[config.mk]
export PLATFORM = sky130hd
export DESIGN_NAME = dbr_regs
export DESIGN_NICKNAME = d
export VERILOG_FILES = /design/src/core/dbr_pkg.sv /design/src/core/dbr_match.sv /design/src/core/dbr_mode.sv /design/src/core/dbr_regs.sv
export SDC_FILE = /design/constraint.sdc
export NUM_CORES = 1
export LEC_CHECK = 0
export CAP_MARGIN = 20
export CORE_MARGIN = 1.5
export CORE_UTILIZATION = 40
export CTS_BUF_LIST = sky130_fd_sc_hd__clkbuf_4 sky130_fd_sc_hd__clkbuf_8 sky130_fd_sc_hd__clkbuf_16
export CTS_CLUSTER_SIZE = 10
export DETAILED_ROUTE_END_ITERATION = 10
export DONT_BUFFER_PORTS = 1
export SLEW_MARGIN = 20
export SYNTH_ARGS = -nofsm -noshare
export SYNTH_HDL_FRONTEND = slang
export SYNTH_SLANG_ARGS = --single-unit
export TNS_END_PERCENT = 100
[constraint.sdc]
create_clock -name i_core_clk -period 1.3 [get_ports i_core_clk]
set_input_delay 0.26 -clock i_core_clk [delete_from_list [all_inputs] [get_ports i_core_clk]]
set_output_delay 0.26 -clock i_core_clk [all_outputs]
set_load 0.01 [all_outputs]
[src/core/dbr_pkg.sv]
package dbr_pkg;

   // ****************************************************************
   // Serial command codes
   // ****************************************************************
   localparam logic [7:0] CMD_STATUS_READ   = 8'hE4;
   localparam logic [7:0] CMD_CONTROL_WRITE = 8'hC4;
   localparam logic [7:0] CMD_MATCH_READ    = 8'hE2;
   localparam logic [7:0] CMD_MATCH_WRITE   = 8'hC2;

   // ****************************************************************
   // Status/control field positions
   // ****************************************************************
   localparam int BIT_PERMIT_HALT   = 7;
   localparam int BIT_HALT_ACTIVE   = 6;
   localparam int BIT_MATCH_ENABLE  = 5;
   localparam int BIT_FORCE_TAG     = 4;
   localparam int BIT_CLOCK_SELECT  = 3;
   localparam int BIT_LOW_POWER     = 2;
   localparam int BIT_LP_FAILURE    = 1;
   localparam int BIT_SLOW_FAILURE  = 0;

   localparam int STATUS_WIDTH = 8;
   localparam int ADDR_WIDTH   = 16;

   // ****************************************************************
   // Reset values
   // ****************************************************************
   localparam logic        RST_PERMIT_HALT  = 1'b0;
   localparam logic        RST_MATCH_ENABLE = 1'b0;
   localparam logic        RST_FORCE_TAG    = 1'b0;
   localparam logic        RST_CLOCK_SELECT = 1'b0;
   localparam logic [15:0] RST_MATCH_ADDR   = 16'h0000;

   typedef enum logic [2:0] {
      DBR_RUN    = 3'b001,
      DBR_LOWPWR = 3'b010,
      DBR_HALT   = 3'b100
   } dbr_state_t;

endpackage

[src/core/dbr_match.sv]
`timescale 1ns/100ps
`default_nettype none
module dbr_match
   import dbr_pkg::*;
#(
   parameter int AW = dbr_pkg::ADDR_WIDTH
) (
   // Compare inputs
   input  wire logic [AW-1:0] i_cpu_addr,
   input  wire logic [AW-1:0] i_match_addr,
   input  wire logic          i_enable,
   input  wire logic          i_force_sel,
   // Requests
   output logic               o_force_hit,
   output logic               o_tag_hit
);
   logic hit;

   // Disabled compare yields nothing regardless of address or select
   assign hit         = i_enable && (i_cpu_addr == i_match_addr);
   assign o_force_hit = hit && i_force_sel;
   assign o_tag_hit   = hit && !i_force_sel;
endmodule
`default_nettype wire

[src/core/dbr_mode.sv]
`timescale 1ns/100ps
`default_nettype none
module dbr_mode
   import dbr_pkg::*;
(
   // Clock and reset
   input  wire logic i_core_clk,
   input  wire logic i_rst_n,
   // Events
   input  wire logic i_halt_request,
   input  wire logic i_resume,
   input  wire logic i_cpu_low_power,
   // State
   output logic      o_halt_active,
   output logic      o_low_power_flag
);
   import dbr_pkg::*;

   dbr_state_t state;
   dbr_state_t next_state;
   logic       from_low_power;

   always_comb begin
      next_state = state;
      unique case (state)
         DBR_RUN: begin
            if (i_halt_request) begin
               next_state = DBR_HALT;
            end else if (i_cpu_low_power) begin
               next_state = DBR_LOWPWR;
            end
         end
         DBR_LOWPWR: begin
            // Halt command still pulls the CPU out of wait/stop
            if (i_halt_request) begin
               next_state = DBR_HALT;
            end else if (!i_cpu_low_power) begin
               next_state = DBR_RUN;
            end
         end
         DBR_HALT: begin
            if (i_resume) begin
               next_state = DBR_RUN;
            end
         end
         default: next_state = DBR_RUN;
      endcase
   end

   always_ff @(posedge i_core_clk) begin
      if (!i_rst_n) begin
         state <= DBR_RUN;
      end else begin
         state <= next_state;
      end
   end

   // Remember halt was entered out of wait/stop
   always_ff @(posedge i_core_clk) begin
      if (!i_rst_n) begin
         from_low_power <= 1'b0;
      end else if (state == DBR_LOWPWR && next_state == DBR_HALT) begin
         from_low_power <= 1'b1;
      end else if (next_state != DBR_HALT) begin
         from_low_power <= 1'b0;
      end
   end

   assign o_halt_active    = (state == DBR_HALT);
   assign o_low_power_flag = (state == DBR_LOWPWR) ||
                             (state == DBR_HALT && from_low_power);
endmodule
`default_nettype wire

[src/core/dbr_regs.sv]
// Overview of operation
// - Registers reachable only by serial commands
// - Eight-bit status read, control write
// - Permit-halt write ignored while halted
// - Status bits are read-only
// - Clock select writable at any time
// - Permit-halt sticky until normal reset
// - Halt-active reads one while halted
// - Breakpoint disabled when enable clear
// - Force select halts at instruction boundary
// - Tag select halts when tagged opcode executes
// - Clock select resets to alternate clock
// - Low-power flag in wait/stop or halt-from-it
// - Halt command exits wait/stop
// - Set failure flag on low-power collision
// - Slow-access failure always zero
// - Sixteen-bit match address, own commands
// - Codes E4 status read, C4 control write
// - Codes E2 match read, C2 match write
// - Breakpoint enable resets to zero
`timescale 1ns/100ps
`default_nettype none
module dbr_regs
   import dbr_pkg::*;
#(
   parameter int AW = dbr_pkg::ADDR_WIDTH
) (
   // Clock and reset
   input  wire logic                           i_core_clk,
   input  wire logic                           i_rst_n,
   // Decoded serial command
   input  wire logic                           i_cmd_valid,
   input  wire logic [7:0]                     i_cmd_code,
   input  wire logic [dbr_pkg::STATUS_WIDTH-1:0] i_cmd_byte,
   input  wire logic [AW-1:0]                  i_cmd_word,
   // Command read data
   output logic [dbr_pkg::STATUS_WIDTH-1:0]    o_status_data,
   output logic [AW-1:0]                       o_match_data,
   output logic                                o_rd_valid,
   // Halt command and resume from the command decoder
   input  wire logic                           i_halt_cmd,
   input  wire logic                           i_resume,
   // CPU side
   input  wire logic [AW-1:0]                  i_cpu_addr,
   input  wire logic                           i_cpu_low_power,
   input  wire logic                           i_mem_access_fail,
   input  wire logic                           i_opcode_fetch,
   input  wire logic                           i_instr_boundary,
   input  wire logic                           i_tagged_at_queue_end,
   output logic                                o_halt_request,
   output logic                                o_opcode_tag,
   output logic                                o_link_clock_select,
   output logic                                o_halt_active
);
   import dbr_pkg::*;

   // ****************************************************************
   // Control and status storage
   // ****************************************************************
   logic          permit_halt_mode;
   logic          match_breakpoint_enable;
   logic          force_or_tag_select;
   logic          link_clock_select;
   logic          low_power_access_failure;
   logic [AW-1:0] breakpoint_match_address;
   logic          force_pending;
   logic          halt_active;
   logic          low_power_state_flag;
   logic          force_hit;
   logic          tag_hit;
   logic          halt_req;
   logic [STATUS_WIDTH-1:0] debug_status_control;

   function automatic logic is_cmd(input logic [7:0] code, input logic [7:0] want);
      is_cmd = (code == want);
   endfunction

   // Only these serial commands reach the registers; no memory path exists
   logic wr_ctrl;
   logic wr_match;
   logic rd_any;
   assign wr_ctrl  = i_cmd_valid && is_cmd(i_cmd_code, CMD_CONTROL_WRITE);
   assign wr_match = i_cmd_valid && is_cmd(i_cmd_code, CMD_MATCH_WRITE);
   assign rd_any   = i_cmd_valid && (is_cmd(i_cmd_code, CMD_STATUS_READ) ||
                                     is_cmd(i_cmd_code, CMD_MATCH_READ));

   // ****************************************************************
   // Writable control bits
   // ****************************************************************
   // Changing permit while halted would forbid the mode already in force
   always_ff @(posedge i_core_clk) begin
      if (!i_rst_n) begin
         permit_halt_mode <= RST_PERMIT_HALT;
      end else if (wr_ctrl && !halt_active && i_cmd_byte[BIT_PERMIT_HALT]) begin
         permit_halt_mode <= 1'b1;
      end
   end

   always_ff @(posedge i_core_clk) begin
      if (!i_rst_n) begin
         match_breakpoint_enable <= RST_MATCH_ENABLE;
         force_or_tag_select     <= RST_FORCE_TAG;
         link_clock_select       <= RST_CLOCK_SELECT;
      end else if (wr_ctrl) begin
         match_breakpoint_enable <= i_cmd_byte[BIT_MATCH_ENABLE];
         force_or_tag_select     <= i_cmd_byte[BIT_FORCE_TAG];
         link_clock_select       <= i_cmd_byte[BIT_CLOCK_SELECT];
      end
   end

   always_ff @(posedge i_core_clk) begin
      if (!i_rst_n) begin
         breakpoint_match_address <= RST_MATCH_ADDR;
      end else if (wr_match) begin
         breakpoint_match_address <= i_cmd_word;
      end
   end

   // ****************************************************************
   // Status flags
   // ****************************************************************
   // Failure sets; cleared by a resume command, not by leaving wait/stop
   always_ff @(posedge i_core_clk) begin
      if (!i_rst_n) begin
         low_power_access_failure <= 1'b0;
      end else if (i_mem_access_fail) begin
         low_power_access_failure <= 1'b1;
      end else if (i_resume) begin
         low_power_access_failure <= 1'b0;
      end
   end

   // ****************************************************************
   // Breakpoint
   // ****************************************************************
   dbr_match #(
      .AW (AW)
   ) u_match (
      .i_cpu_addr   (i_cpu_addr),
      .i_match_addr (breakpoint_match_address),
      .i_enable     (match_breakpoint_enable),
      .i_force_sel  (force_or_tag_select),
      .o_force_hit  (force_hit),
      .o_tag_hit    (tag_hit)
   );

   // Forced hit waits for the next instruction boundary
   // Dropped when disabled or halted, so no stale hit fires later
   always_ff @(posedge i_core_clk) begin
      if (!i_rst_n) begin
         force_pending <= 1'b0;
      end else if (halt_req || halt_active || !match_breakpoint_enable) begin
         force_pending <= 1'b0;
      end else if (force_hit) begin
         force_pending <= 1'b1;
      end
   end

   always_ff @(posedge i_core_clk) begin
      if (!i_rst_n) begin
         o_opcode_tag <= 1'b0;
      end else begin
         o_opcode_tag <= tag_hit && i_opcode_fetch;
      end
   end

   // Halt only when permitted; entry reasons all funnel here
   assign halt_req = permit_halt_mode && !halt_active &&
                     (i_halt_cmd ||
                      ((force_pending || force_hit) && i_instr_boundary) ||
                      i_tagged_at_queue_end);

   dbr_mode u_mode (
      .i_core_clk       (i_core_clk),
      .i_rst_n          (i_rst_n),
      .i_halt_request   (halt_req),
      .i_resume         (i_resume),
      .i_cpu_low_power  (i_cpu_low_power),
      .o_halt_active    (halt_active),
      .o_low_power_flag (low_power_state_flag)
   );

   // ****************************************************************
   // Read-back
   // ****************************************************************
   always_comb begin
      debug_status_control                   = '0;
      debug_status_control[BIT_PERMIT_HALT]  = permit_halt_mode;
      debug_status_control[BIT_HALT_ACTIVE]  = halt_active;
      debug_status_control[BIT_MATCH_ENABLE] = match_breakpoint_enable;
      debug_status_control[BIT_FORCE_TAG]    = force_or_tag_select;
      debug_status_control[BIT_CLOCK_SELECT] = link_clock_select;
      debug_status_control[BIT_LOW_POWER]    = low_power_state_flag;
      debug_status_control[BIT_LP_FAILURE]   = low_power_access_failure;
      debug_status_control[BIT_SLOW_FAILURE] = 1'b0;
   end

   always_ff @(posedge i_core_clk) begin
      if (!i_rst_n) begin
         o_status_data <= '0;
         o_match_data  <= '0;
         o_rd_valid    <= 1'b0;
      end else begin
         o_rd_valid <= rd_any;
         if (i_cmd_valid && is_cmd(i_cmd_code, CMD_STATUS_READ)) begin
            o_status_data <= debug_status_control;
         end
         if (i_cmd_valid && is_cmd(i_cmd_code, CMD_MATCH_READ)) begin
            o_match_data <= breakpoint_match_address;
         end
      end
   end

   assign o_halt_request      = halt_req;
   assign o_link_clock_select = link_clock_select;
   assign o_halt_active       = halt_active;
endmodule
`default_nettype wire

Word level (Yosys, flattened, before mapping)
Cells that the tools add are included.

word-level totals
  flip-flop bits (word level) = 51
  output and inout port bits = 29

cells by class
  bitwise gates (word level) = 1
  eq/ne operators = 10
  reductions and logical operators = 29
  muxes and demuxes = 10

operators with widths
  cell                  count
  $eq A8 B8 Y1 const B  4
  $eq A16 B16 Y1        1
  $logic_and A1 B1 Y1   16
  $mux W3               5
  $pmux W3 S3           1
  $logic_or A1 B1 Y1    7
  $eq A3 B3 Y1 const B  2
  $mux W1               4
  $reduce_bool A2 Y1    2
  $eq A3 B1 Y1 const B  1
  $eq A3 B2 Y1 const B  1
  $logic_not A1 Y1      3
  $ne A3 B3 Y1 const B  1
  $reduce_or A2 Y1      1
  $not A1 Y1            1

Depth between registers and ports, before layout
  depth in word-level cells = 13
  gate-level depth with buffers = 6

Cells and area by module
A second synthesis with hierarchy kept.

second synthesis, totals
  cell total of the unflattened synthesis = 238
  area total of the unflattened synthesis = 2283.4 um2

by module, submodules not included
  module     area an instance (um2)  cells each  times used  sequential area each (um2)
  dbr_regs   1853.0                  187         1           940.9
  dbr_mode   237.7                   26          1           80.1
  dbr_match  192.7                   25          1           0.0

Least setup slack after synthesis
Ideal clock, no wire load.

  path type = register to output
  start = reg breakpoint_match_address[13]
  end = out o_halt_request
  path slack = -90 ps
  data arrival time = 1130 ps
  data required time = 1040 ps
  stages on the path, launching flop included = 6
  cell sequence = dfxtp_1 -> xnor2_1 -> nand3_1 -> nor3_2 -> a32oi_2 -> nor2_1

between the ends
  cells in the longest elaborated chain, start to end = 8

RTL lines
  element                 RTL line         RTL
  start, declared         dbr_regs.sv:65   logic [AW-1:0] breakpoint_match_address;
  start signal, assigned  dbr_regs.sv:115  breakpoint_match_address <= i_cmd_word;
  $eq A16 B16 Y1          dbr_match.sv:20  assign hit = i_enable && (i_cpu_addr == i_match_addr);
  $logic_and A1 B1 Y1     dbr_match.sv:20
  $logic_and A1 B1 Y1     dbr_match.sv:21  assign o_force_hit = hit && i_force_sel;
  $logic_or A1 B1 Y1      dbr_regs.sv:170  ((force_pending || force_hit) && i_instr_boundary) ||
  $logic_and A1 B1 Y1     dbr_regs.sv:170
  $logic_or A1 B1 Y1      dbr_regs.sv:169  (i_halt_cmd ||
  $logic_or A1 B1 Y1      dbr_regs.sv:170
  $logic_and A1 B1 Y1     dbr_regs.sv:168  assign halt_req = permit_halt_mode && !halt_active &&
  end, declared           dbr_regs.sv:50   output logic o_halt_request,

No other way between the ends.

Worst setup path in the final report
  start = reg breakpoint_match_address[7]
  end = out o_halt_request

Same word-level chain as after synthesis.

==> metrics.log <==
INFO  metric clock_path_buffers = 2
INFO  metric cts.htree.levels = 2
INFO  metric synth_area_per_cell = between 10 and 15 um2
INFO  metric die_w = 78.0 um
INFO  metric initial_antenna_violation_count = 0
INFO  metric crit_path_start = breakpoint_match_address[7]$_SDFFE_PN0P_
INFO  metric timing.final.crit_period = between 1.5 and 2 ns
INFO  metric part_of_the_cycle_the_worst_path_needs = 133%
INFO  metric clock-skew-final = 0.00820 ns
INFO  metric gp_congestion = approximately 0.74
INFO  metric die_height = just under 80 um
INFO  metric final_layout_size_suffix_gt1_share = between 20% and 30%
INFO  metric crit_path_top_delay_cell = sky130_fd_sc_hd__dfxtp_2
INFO  metric critical_path_type = register to primary output
INFO  metric synth.distinct_cells = 34
INFO  metric hold_vio_cnt_final = 0
INFO  metric run_status = finished, violations left
INFO  metric r2r_setup_slack = -0.16 ns
INFO  metric net_count_after_synthesis = between 200 and 300
INFO  metric avgViaCountPerCell = 4.96
INFO  metric vdd_ir_drop_max = between 0.4 and 0.5 mV
INFO  metric number_of_cells_in_the_design_after_placement = a little over 300
INFO  metric grtUsageMet2 = 24.6%
INFO  metric drt-wirelength-per-cell = 14.5 um
INFO  metric crit_path_start_kind = register
INFO  metric placement_rows = 27
INFO  metric design.core.area = approximately 5500 um2
INFO  metric grt_first_pass_wirelength = around 7300 um
INFO  metric cells_along_the_critical_path = xnor2_2, nand4_1, nor3_2, a32oi_2, nor2_2
INFO  metric route.antenna.remaining_nets = 0
INFO  metric cts_tree = done
INFO  metric routed_wl = around 4600 um
INFO  metric clk-insertion-delay-late = ~0.29 ns
INFO  metric power_density = between 900 and 1000 nW/um2
INFO  metric setup_repair_after_global_routing_missed_its_margin = true
INFO  metric boundaryPins = 87
INFO  metric worst-path-buf-inv = 0
INFO  metric grt_remaining_overflow = 0
INFO  metric globalRoute.busiestLayer = met2
INFO  metric worst_path_dominant_cell_family = simple AND/OR/NAND/NOR gates
INFO  metric ys.warnings.count = 0
INFO  metric portBuffers = 0
INFO  metric final_critical_path_setup_slack = -0.430 ns
INFO  metric violations = setup timing
INFO  metric slowest_delay = 0.34 ns
INFO  metric setup_viol = 7
INFO  metric use_met3 = under 10%
INFO  metric detail_route.first_pass.iterations = 4
INFO  metric grt_max_degree = 53
INFO  metric ctsRootBufferMaster = sky130_fd_sc_hd__clkbuf_8
INFO  metric cellLeakagePower = 1.19 nW
INFO  metric portion_of_the_post_synthesis_area_used_by_sequential_elements = a little under half
INFO  metric regToRegEndpoint = u_mode.state[0]$_SDFF_PN1_
INFO  metric path_max_fanout = 2
INFO  metric critical_path_endpoint = o_halt_request
INFO  metric final_nets = between 300 and 400
INFO  metric path_depth = 5
INFO  metric fmaxAchievable = 578 MHz
INFO  metric yosys_register_bits = between 50 and 60
INFO  metric fin_hold_ws = a little under 0.08 ns
INFO  metric timing.max_cap.violations = 0
INFO  metric floorplan.initialDensity = 41.1%
INFO  metric post_layout_nonfiller_instances = about 320
INFO  metric first_global_vias = 1,535
INFO  metric post_dp_hpwl = about 3300 um
INFO  metric overall_track_demand_over_capacity_in_global_routing = roughly 16%
INFO  metric nFillCells = roughly 530
INFO  metric worstReg2RegStart = breakpoint_match_address[7]$_SDFFE_PN0P_
INFO  metric postSynthCellCount = around 220
INFO  metric dr_total_vias = around 1,600
INFO  metric worstSetupEndpointType = primary output
INFO  metric grtUsageMet1 = around a fifth
INFO  metric drcViolationCount = 0
INFO  metric worst_setup_hold_path_clk_slew = about 0.090 ns
INFO  metric critical_path_required = between 1 and 1.5 ns
INFO  metric fp.dieArea = 6090 um2
INFO  metric timing.reg2reg.worst_path_depth = 6
INFO  metric drt_iter0_markers = 38
INFO  metric data_arrival_at_the_endpoint_of_the_critical_path = about 1.5 ns
INFO  metric cts_buffers = 5
INFO  metric cts_sinks = ~50
INFO  metric area.growth.synth_to_final = 17.9%
INFO  metric total_power = about 2.6 mW
INFO  metric worst_hold_path_type = primary input to register
INFO  metric antennaDiodeCount = 0
INFO  metric syn_area = ~2300 um2
INFO  metric preCtsSetupSlack = -0.298 ns
INFO  metric maxSlewViolCount = 0
[kinds of logic after synthesis]
kind of cell,Yosys count,synth area share (%)
mux,42,18.7
simple gates,81,22.0
compound gates,13,4.11
buf+inv,13,3.11
other cells,1,0.167
xor+xnor,17,6.61
flops,51,45.4
[metrics by stage]
step | area, um2 | TNS, ns | utilization [%]
floorplan | 2250 | -0.0560 | -
global placement | 2500 | -1.23 | 45.6
detailed placement | 2500 | -1.35 | 45.6
CTS | 2630 | -1.93 | 48.0
global route | 2650 | -1.81 | 48.5
finish | 2650 | -1.12 | 48.5
[sequential cells by signal, summed over array words and instances, names as in the netlist, 3 cells and up]
name	flops
o_status_data	7
o_match_data	16
u_mode.state	3
breakpoint_match_address	16
[metal layers]
| metal | part of all wire [%] | wire length [um] | vias to the layer above |
|---|---|---|---|
| met1 | 44 | 2040 | 730 |
| li1 | - | - | 780 |
| met3 | 7.7 | 356 | 6 |
| met5 | 0 | 0 | - |
| met2 | 46 | 2130 | 51 |
| met4 | 1.4 | 63 | 0 |
[synth_stat cells]
cell type,instances,area share [%]
sky130_fd_sc_hd__buf_6,2,1.0
sky130_fd_sc_hd__a211o_1,1,0.39
sky130_fd_sc_hd__nor2_2,1,0.28
sky130_fd_sc_hd__nor2_1,7,1.2
sky130_fd_sc_hd__buf_2,2,0.44
sky130_fd_sc_hd__nor3_2,1,0.44
sky130_fd_sc_hd__nor3b_1,2,0.67
sky130_fd_sc_hd__a31oi_1,1,0.28
sky130_fd_sc_hd__nand2_4,2,1.0
sky130_fd_sc_hd__a21o_1,1,0.33
sky130_fd_sc_hd__clkbuf_1,4,0.67
sky130_fd_sc_hd__inv_1,4,0.67
sky130_fd_sc_hd__nand2_1,8,1.3
sky130_fd_sc_hd__nand4b_1,2,0.78
sky130_fd_sc_hd__a21oi_1,3,0.67
sky130_fd_sc_hd__o21a_1,2,0.67
sky130_fd_sc_hd__dfxtp_1,51,45
sky130_fd_sc_hd__conb_1,1,0.17
sky130_fd_sc_hd__o32ai_1,1,0.39
sky130_fd_sc_hd__and2_1,1,0.28
sky130_fd_sc_hd__nor3_1,2,0.44
sky130_fd_sc_hd__nor2b_1,43,12
sky130_fd_sc_hd__xnor2_1,17,6.6
sky130_fd_sc_hd__nand3b_1,1,0.33
sky130_fd_sc_hd__nand4_1,3,0.83
sky130_fd_sc_hd__buf_4,1,0.33
sky130_fd_sc_hd__and4b_2,1,0.50
sky130_fd_sc_hd__o21ai_0,3,0.67
sky130_fd_sc_hd__a32oi_2,1,0.72
sky130_fd_sc_hd__and3_1,1,0.28
sky130_fd_sc_hd__or3_1,3,0.83
sky130_fd_sc_hd__nand3_1,2,0.44
sky130_fd_sc_hd__and4_1,1,0.39
sky130_fd_sc_hd__mux2i_1,42,19
[cell type report]
class / instances / area (um2) / area share, %
tap: 72 / 90.1 / 3.39
inverter: 4 / 17.5 / 0.660
multi-input combinational: 154 / 1200 / 45.4
timing repair buffer: 28 / 230 / 8.68
clock buffer: 6 / 82.6 / 3.11
sequential: 51 / 1020 / 38.6
clock inverter: 1 / 5.00 / 0.189
[power by group]
part | switching, mW | internal (mW) | leakage, nW
Clock | 0.481 | 0.418 | 0.0470
Sequential | 0.00575 | 1.57 | 0.413
Combinational | 0.0555 | 0.0803 | 0.727
[cells in the final DEF (no fill, tap or decap), types with 3 or more instances in the layout]
| cell | count |
|---|---|
| sky130_fd_sc_hd__dfxtp_1 | 48 |
| sky130_fd_sc_hd__nor2b_1 | 43 |
| sky130_fd_sc_hd__mux2i_1 | 42 |
| sky130_fd_sc_hd__buf_4 | 25 |
| sky130_fd_sc_hd__xnor2_1 | 16 |
| sky130_fd_sc_hd__nand2_1 | 6 |
| sky130_fd_sc_hd__clkbuf_8 | 6 |
| sky130_fd_sc_hd__nor2_1 | 5 |
| sky130_fd_sc_hd__nand4_1 | 3 |
| sky130_fd_sc_hd__nor2_2 | 3 |
| sky130_fd_sc_hd__dfxtp_2 | 3 |
[how the worst min path moves through the flow]
stage	from	to	slack (ns)	cells after the start
6_report	i_rst_n	u_mode.state[2]$_SDFF_PN0_	0.08	2
5_1_grt	i_mem_access_fail	low_power_access_failure$_SDFFE_PN0P_	0.06	1
4_1_cts	i_rst_n	low_power_access_failure$_SDFFE_PN0P_	0.07	1
3_5_place_dp	i_rst_n	u_mode.state[2]$_SDFF_PN0_	0.38	2
3_3_place_gp	i_rst_n	u_mode.state[2]$_SDFF_PN0_	0.38	2
2_1_floorplan	i_opcode_fetch	o_opcode_tag$_SDFF_PN0_	0.38	2
[timing repair]
item | 4_1_cts | 5_1_grt
setup endpoints to repair | 8 | 10
hold buffers | 0 | 0
pin swaps | 12 | 8
resized for setup | 9 | 10
endpoints found under the hold margin | 0 | 0
buffers inserted | 4 | 2
No activity file was read; power rests on OpenSTA's default activity.
